[src/design/uicr_pkg.sv]
// package for the usb interrupt-clear and fifo-clear register bank
// assumes a 32-bit ahb-lite bus with registers one aligned word each
package uicr_pkg;

    // register indices; byte address is four times the index
    localparam logic [29:0] IDX_BULK_OUT_IRQ_CLEAR      = 30'h0000FF4D;
    localparam logic [29:0] IDX_SET_INTERFACE_IRQ_CLEAR = 30'h0000FF4E;
    localparam logic [29:0] IDX_EP0_BULK_IN_FIFO_CLEAR  = 30'h0000FF79;
    localparam logic [29:0] IDX_BULK_OUT_FIFO_CLEAR     = 30'h0000FF7A;

    // read-back values of the write-only registers
    localparam logic [7:0]  IRQ_CLEAR_READ  = 8'hFF;
    localparam logic [7:0]  FIFO_CLEAR_READ = 8'h00;
    localparam logic [31:0] UNMAPPED_READ   = 32'h00000000;

    // bulk-out interrupt clear / status bit positions
    localparam int BO_FULL_BIT = 3;
    localparam int BO_NULL_BIT = 2;
    localparam int BO_NAK_BIT  = 1;
    localparam int BO_DATA_BIT = 0;
    localparam int BO_BITS     = 4;

    // set-interface interrupt clear bit
    localparam int SETIF_BIT = 5;

    // first fifo clear register bits
    localparam int BI_SIE_CLR_BIT = 5;
    localparam int BI_CPU_CLR_BIT = 4;
    localparam int EP0_TX_CLR_BIT = 1;
    localparam int EP0_RX_CLR_BIT = 0;

    // second fifo clear register bits
    localparam int BO_BOTH_CLR_BIT = 1;
    localparam int BO_CPU_CLR_BIT  = 0;

    // latched status after reset
    localparam logic [3:0] BO_STATUS_RESET    = 4'h0;
    localparam logic       SETIF_STATUS_RESET = 1'b0;

    // ahb encodings
    localparam logic [1:0] HTRANS_NONSEQ = 2'h2;
    localparam logic [1:0] HTRANS_SEQ    = 2'h3;
    localparam logic       HRESP_OKAY    = 1'b0;

endpackage

[src/design/uicr_regs.sv]
// ahb-lite register bank clearing usb interrupt latches and fifo counters
// assumes event, flag and enable inputs come from logic on clk
//
// Behaviour
// - interrupt clear registers are write-only bytes and read back as all ones
// - a zero written to a defined clear bit clears its latched source
// - firmware can clear a source before hardware would clear it itself
// - clear bits return to one by themselves; register idles at all ones
// - clear bits do nothing while their endpoint is not enabled
// - bulk-out clear bits 3..0 map to full, null, nak and data sources
// - set-interface clear bit 5 clears its source; other bits do nothing
// - fifo clear registers are write-only bytes and read back as zero
// - a one written to a fifo clear bit resets that fifo counter
// - fifo clear bits return to zero after the clear is done
// - bit 5 empties only the serial-side half of the bulk-in buffer
// - serial-side clear is ignored during an in token with nak flag set
// - serial-side bulk-in clear also clears the bulk-in nak flag
// - bit 4 empties only the cpu-side half of the bulk-in buffer
// - bit 1 empties ep0 transmit buffer and clears its nak flag
// - bit 0 empties the ep0 receive buffer
// - ep0 receive clear drops the rx nak flag only when hardware set it
// - second register bit 1 empties both halves of the bulk-out buffer
// - second register bit 0 empties only the cpu-side bulk-out half
// - bulk-out clears drop the bulk-out nak flag only when hardware set it
//
// The AHB-Lite interface to the registers is this design's own decision.
`timescale 1ns/1ps
`default_nettype none

module uicr_regs
(
    input  wire logic        clk,
    input  wire logic        srst,
    input  wire logic        ce,
    // ahb-lite slave
    input  wire logic        hsel,
    input  wire logic [31:0] haddr,
    input  wire logic [1:0]  htrans,
    input  wire logic        hwrite,
    input  wire logic [2:0]  hsize,
    input  wire logic        hready,
    input  wire logic [31:0] hwdata,
    output logic      [31:0] hrdata,
    output logic             hreadyout,
    output logic             hresp,
    // endpoint enables and interface configuration
    input  wire logic        inEndpointEnable,
    input  wire logic        outEndpointEnable,
    input  wire logic        ifaceBulkInActive,
    input  wire logic        ifaceBulkOutActive,
    // hardware interrupt events, one-cycle pulses
    input  wire logic        bulkOutFullEvent,
    input  wire logic        bulkOutNullEvent,
    input  wire logic        bulkOutNakEvent,
    input  wire logic        bulkOutDataEvent,
    input  wire logic        setInterfaceEvent,
    // state of flags held in the serial engine
    input  wire logic        bulkInTokenBusy,
    input  wire logic        bulkInNakFlag,
    input  wire logic        ep0RxNakSetByHw,
    input  wire logic        bulkOutNakSetByHw,
    // latched interrupt sources
    output logic [3:0]       bulkOutIrqStatus,
    output logic             setInterfaceIrqStatus,
    // fifo counter clears, one-cycle pulses
    output logic             bulkInSerialSideClear,
    output logic             bulkInCpuSideClear,
    output logic             ep0TxBufferClear,
    output logic             ep0RxBufferClear,
    output logic             bulkOutFullClear,
    output logic             bulkOutCpuSideClear,
    // nak flag clears, one-cycle pulses
    output logic             bulkInNakClear,
    output logic             ep0TxNakClear,
    output logic             ep0RxNakClear,
    output logic             bulkOutNakClear
);

    logic        wrPend_q;
    logic [29:0] wrIdx_q;
    logic [31:0] rdata_q;
    logic        bulkInEn;
    logic        bulkOutEn;
    logic        setIfEn;
    logic        wrStrobe;
    logic [7:0]  wrByte;
    logic        wrBoIrq;
    logic        wrSetIf;
    logic        wrFic0;
    logic        wrFic1;
    logic        addrTaken;
    logic [3:0]  boEvents;
    logic [3:0]  boClear;
    logic        setIfClear;
    logic        biSieDo;
    logic        boAnyClr;
    logic [3:0]  bulkOutIrqStatus_q;
    logic        setInterfaceIrqStatus_q;
    logic [9:0]  pulse_q;
    logic [9:0]  pulse_d;

    // zero-wait slave, always okay
    assign hreadyout = 1'b1;
    assign hresp     = uicr_pkg::HRESP_OKAY;
    assign hrdata    = rdata_q;

    // address phase accepted
    assign addrTaken = hsel & hready & ((htrans == uicr_pkg::HTRANS_NONSEQ) | (htrans == uicr_pkg::HTRANS_SEQ));

    // endpoint gating by enable setting and current interface
    assign bulkInEn  = inEndpointEnable & ifaceBulkInActive;
    assign bulkOutEn = outEndpointEnable & ifaceBulkOutActive;
    assign setIfEn   = bulkInEn | bulkOutEn;

    // write data phase decode, low byte carries the register
    assign wrStrobe = ce & wrPend_q;
    assign wrByte   = hwdata[7:0];
    assign wrBoIrq  = wrStrobe & (wrIdx_q == uicr_pkg::IDX_BULK_OUT_IRQ_CLEAR);
    assign wrSetIf  = wrStrobe & (wrIdx_q == uicr_pkg::IDX_SET_INTERFACE_IRQ_CLEAR);
    assign wrFic0   = wrStrobe & (wrIdx_q == uicr_pkg::IDX_EP0_BULK_IN_FIFO_CLEAR);
    assign wrFic1   = wrStrobe & (wrIdx_q == uicr_pkg::IDX_BULK_OUT_FIFO_CLEAR);

    // capture write address phase
    always_ff @(posedge clk)
    begin
        if (srst)
        begin
            wrPend_q <= 1'b0;
            wrIdx_q  <= 30'h00000000;
        end
        else if (ce)
        begin
            wrPend_q <= addrTaken & hwrite;
            if (addrTaken)
                wrIdx_q <= haddr[31:2];
        end
    end

    // read data registered in the address phase
    always_ff @(posedge clk)
    begin
        if (srst)
            rdata_q <= uicr_pkg::UNMAPPED_READ;
        else if (ce && addrTaken && !hwrite)
        begin
            case (haddr[31:2])
                uicr_pkg::IDX_BULK_OUT_IRQ_CLEAR,
                uicr_pkg::IDX_SET_INTERFACE_IRQ_CLEAR:
                    rdata_q <= {24'h000000, uicr_pkg::IRQ_CLEAR_READ};
                uicr_pkg::IDX_EP0_BULK_IN_FIFO_CLEAR,
                uicr_pkg::IDX_BULK_OUT_FIFO_CLEAR:
                    rdata_q <= {24'h000000, uicr_pkg::FIFO_CLEAR_READ};
                default:
                    rdata_q <= uicr_pkg::UNMAPPED_READ;
            endcase
        end
    end

    // bulk-out clear bits: write zero clears, one is ignored
    assign boEvents = {bulkOutFullEvent, bulkOutNullEvent, bulkOutNakEvent, bulkOutDataEvent};
    assign boClear  = {uicr_pkg::BO_BITS{wrBoIrq & bulkOutEn}} & ~wrByte[3:0];
    assign setIfClear = wrSetIf & setIfEn & ~wrByte[uicr_pkg::SETIF_BIT];

    // latched bulk-out sources, event wins over clear
    generate
        for (genvar i = 0; i < uicr_pkg::BO_BITS; i++)
        begin : g_bo
            always_ff @(posedge clk)
            begin
                if (srst)
                    bulkOutIrqStatus_q[i] <= uicr_pkg::BO_STATUS_RESET[i];
                else if (ce)
                begin
                    if (boEvents[i])
                        bulkOutIrqStatus_q[i] <= 1'b1;
                    else if (boClear[i])
                        bulkOutIrqStatus_q[i] <= 1'b0;
                end
            end
        end
    endgenerate

    // latched set-interface source
    always_ff @(posedge clk)
    begin
        if (srst)
            setInterfaceIrqStatus_q <= uicr_pkg::SETIF_STATUS_RESET;
        else if (ce)
        begin
            if (setInterfaceEvent)
                setInterfaceIrqStatus_q <= 1'b1;
            else if (setIfClear)
                setInterfaceIrqStatus_q <= 1'b0;
        end
    end

    assign bulkOutIrqStatus      = bulkOutIrqStatus_q;
    assign setInterfaceIrqStatus = setInterfaceIrqStatus_q;

    // fifo clear decode: ones act, zeros ignored
    assign biSieDo  = wrFic0 & bulkInEn & wrByte[uicr_pkg::BI_SIE_CLR_BIT]
                      & ~(bulkInTokenBusy & bulkInNakFlag);
    assign boAnyClr = wrFic1 & bulkOutEn
                      & (wrByte[uicr_pkg::BO_BOTH_CLR_BIT] | wrByte[uicr_pkg::BO_CPU_CLR_BIT]);

    always_comb
    begin
        pulse_d    = 10'h000;
        pulse_d[0] = biSieDo;
        pulse_d[1] = wrFic0 & bulkInEn & wrByte[uicr_pkg::BI_CPU_CLR_BIT];
        pulse_d[2] = wrFic0 & wrByte[uicr_pkg::EP0_TX_CLR_BIT];
        pulse_d[3] = wrFic0 & wrByte[uicr_pkg::EP0_RX_CLR_BIT];
        pulse_d[4] = wrFic1 & bulkOutEn & wrByte[uicr_pkg::BO_BOTH_CLR_BIT];
        pulse_d[5] = wrFic1 & bulkOutEn & wrByte[uicr_pkg::BO_CPU_CLR_BIT];
        pulse_d[6] = biSieDo;
        pulse_d[7] = pulse_d[2];
        pulse_d[8] = pulse_d[3] & ep0RxNakSetByHw;
        pulse_d[9] = boAnyClr & bulkOutNakSetByHw;
    end

    // clear pulses last one enabled cycle, then drop back to zero
    always_ff @(posedge clk)
    begin
        if (srst)
            pulse_q <= 10'h000;
        else if (ce)
            pulse_q <= pulse_d;
    end

    assign bulkInSerialSideClear = pulse_q[0];
    assign bulkInCpuSideClear    = pulse_q[1];
    assign ep0TxBufferClear      = pulse_q[2];
    assign ep0RxBufferClear      = pulse_q[3];
    assign bulkOutFullClear      = pulse_q[4];
    assign bulkOutCpuSideClear   = pulse_q[5];
    assign bulkInNakClear        = pulse_q[6];
    assign ep0TxNakClear         = pulse_q[7];
    assign ep0RxNakClear         = pulse_q[8];
    assign bulkOutNakClear       = pulse_q[9];

endmodule

`default_nettype wire

[config.mk]
export PLATFORM = sky130hd
export DESIGN_NAME = uicr_regs
export DESIGN_NICKNAME = d
export VERILOG_FILES = /design/src/design/uicr_pkg.sv /design/src/design/uicr_regs.sv
export SDC_FILE = /design/constraint.sdc
export NUM_CORES = 1
export LEC_CHECK = 0
export ABC_CLOCK_PERIOD_IN_PS = 1800
export BUFFER_PORTS_ARGS = -buffer_cell sky130_fd_sc_hd__buf_2
export CAP_MARGIN = 40
export CORE_MARGIN = 5
export CORE_UTILIZATION = 42
export CTS_CLUSTER_DIAMETER = 30
export DETAILED_ROUTE_END_ITERATION = 10
export PLACE_DENSITY = 0.81
export SLEW_MARGIN = 20
export SYNTH_ARGS = -nofsm -noshare
export SYNTH_HDL_FRONTEND = slang
export SYNTH_SLANG_ARGS = --single-unit
[constraint.sdc]
create_clock -name clk -period 1.8 [get_ports clk]
set_input_delay 0 -clock clk [delete_from_list [all_inputs] [get_ports clk]]
set_output_delay 0 -clock clk [all_outputs]
set_load 0.05 [all_outputs]
==> results.yml <==
outcome:
  status: "completed"
clocking:
  cts_buffers: 5
  cts.sinks: 45
  cts_buffer_depth: 2
  worstSkewPairLatency_ns: 0.30
  cts_tree: "built"
  root_buffer: "clkbuf_8"
  htreeDepth: 2
  path_clk_slew_ns: 0.09
timing:
  drv_slew: 0
  fin_tns_setup_ns: 0
  hold_slack_ns: 0.0203
  period_minus_slack_ns: 1.70
  clock.fmax_ghz: 0.589
  fin_skew_ns: 0.00990
  rsz0062_at_grt: "false"
  tightest_slew_ns: 0.536
  slew_headroom_pct: 64.2
  period_share_pct: 94.4
  hold_viol_final: 0
  setup_viol: 0
critical_path:
  worst_setup_path_start_kind: "flip-flop"
  crit_path_max_fanout: 4
  rr_worst_depth: 4
  r2r-start: "wrIdx_q[16]$_SDFFE_PP0P_"
  critical_path.startpoint: "wrIdx_q[16]$_SDFFE_PP0P_"
  path_class: "flip-flop to flip-flop"
  endpoint_kind: "flip-flop"
  required_ns: 2.05
  reg2reg_to: "pulse_q[8]$_SDFFE_PP0P_"
  worst_ep_arrival_time_ns: 1.95
  rrSetupSlack_ns: 0.10
floorplan:
  initial_core_util_pct: 42.7
  boundaryPins: 137
  fp.dieW_um: 81.6
  dieArea_um2: 6660
  core_area_um2: 5040
  die_y_um: 81.6
  rows: 26
layout:
  nets: 456
  drive_above_1_share_pct: 27.7
  diodes: 0
  fin_cells: 438
  area_delta_synth_final_pct: 37.8
  fin_area_um2: 2970
placed_design:
  place_area_um2: 2440
  gp_congestion: 0.794
  dpl.cell_count: 391
  hpwl_um: 3950
  io_buffers: 78
yosys:
  ys_top_cells_by_area: "dfxtp_1 42%, buf_4 12%, nand2_1 11%, a21oi_1 8.4%, a22o_1 2.4%"
  ys_seq_area_share_pct: 41.8
  synth_area_um2: 2150
  synth_edf_count: 0
  synth_warnings: 0
  synth_area_per_cell_um2: 8.25
  yosysMostFrequentCell: "nand2_1"
  synth_top_area_share_pct: 41.8
  synth.cells.most_frequent: "64 x nand2_1, 45 x dfxtp_1, 36 x a21oi_1"
  ys_types: 38
  synth_top_area_cell: "dfxtp_1"
  synthArstFlopShare_pct: 0
  ys_ff_latch: 45
  synthCells: 261
  ys.flop_type: "dfxtp_1"
min_path:
  hold_path.class: "input pin to flip-flop"
  min_from: "srst"
  hold-path-cell-count: 2
  whs_endpoint: "wrPend_q$_SDFFE_PP0P_"
global_routing:
  grt_max_degree: 32
  antenna_found_initial: 0
  track_usage_pct: 16.7
  grt_pass1_vias: 1944
  overflow: 0
  grt_pass1_wl_um: 8460
power:
  p_per_area_nw_per_um2: 729
  ir_drop_mv: 0.473
  p_leak_nw: 1.30
detailed_routing:
  drt_drc_violations_left: 0
  detail-route-antenna-nets: 0
  vias: 2121
  drtIter0Drc: 83
  viasPerCell: 4.84
  drt-pass1-iter-count: 4
  wire_per_inst_um: 12.9
  wl_um: 5640
flow_run:
  drv_cap: 0
## logic make-up (layout without fill, tap and decap cells)
logic type             after synthesis  after routing  synth area share (%)
buffers and inverters               47            130                  14.6
AO/OA/AOI/OAI                       53             53                  14.7
other                                2             26                 0.349
XOR/XNOR                             1              1                 0.407
flip-flops                          45             45                  41.8
AND/OR/NAND/NOR                    113            113                  28.1
## registers in the layout (all words and copies together), names as in the netlist
signal,count
wrPend_q,1
setInterfaceIrqStatus,1
hrdata,1
bulkOutIrqStatus,4
wrIdx_q,30
pulse_q,8
## cell usage in the layout (no fill, tap or decap), drive strengths merged, types with 6 or more instances in the layout
master       count
a21oi           36
a22o             6
buf             83
conb            26
dfxtp           45
dlygate4sd3     40
nand2           64
nor2            11
nor4             7
## per-stage QoR
stage	power, mW	setup slack, ns	util [%]
floorplan	1.31	0.210	-
global placement	1.37	0.112	48.5
detailed placement	1.37	0.0711	48.5
CTS	2.17	0.0683	58.5
global route	2.25	0.00596	58.8
finish	2.16	0.101	58.8
## report_power, final
part,internal (mW),total [mW],switching [mW]
clock network,0.403,0.736,0.332
logic,0.143,0.397,0.254
registers,1.02,1.03,0.0119
## cell type report
class,count,area (um^2)
Timing Repair Buffer,123,828
Multi-Input combinational cell,193,1050
Clock buffer,5,68.8
Clock inverter,2,35.0
Sequential cell,45,901
Fill cell,446,2080
Tap cell,70,87.6
## metal layers
layer  routed length (um)  track usage [%]
met1                 2230             18.7
met2                 2780             29.6
met3                  545             4.93
met4                   78             6.15
met5                    0                0
## repair_timing
item,CTS,global route
gates resized for setup,0,3
hold endpoints to repair,38,0
endpoints found under the setup margin,0,4
hold buffers,40,0
setup buffers,0,0
## worst max-delay path, stage by stage (launching register included)
cell      delay, ns
dfxtp_1        0.31
nand4b_1       0.16
or4b_4         0.58
nor4_4         0.39
a32o_2         0.21
## worst max-delay path by stage
stage / endpoint / slack [ns] / cells after the start
6_report: pulse_q[8]$_SDFFE_PP0P_ / 0.10 / 4
2_1_floorplan: pulse_q[8]$_SDFFE_PP0P_ / 0.21 / 4
3_5_place_dp: pulse_q[8]$_SDFFE_PP0P_ / 0.07 / 4
5_1_grt: pulse_q[8]$_SDFFE_PP0P_ / 0.006 / 4
3_3_place_gp: pulse_q[8]$_SDFFE_PP0P_ / 0.11 / 4
4_1_cts: hrdata[6]$_SDFFE_PP0P_ / 0.07 / 6
(Power assumes the default switching activity.)
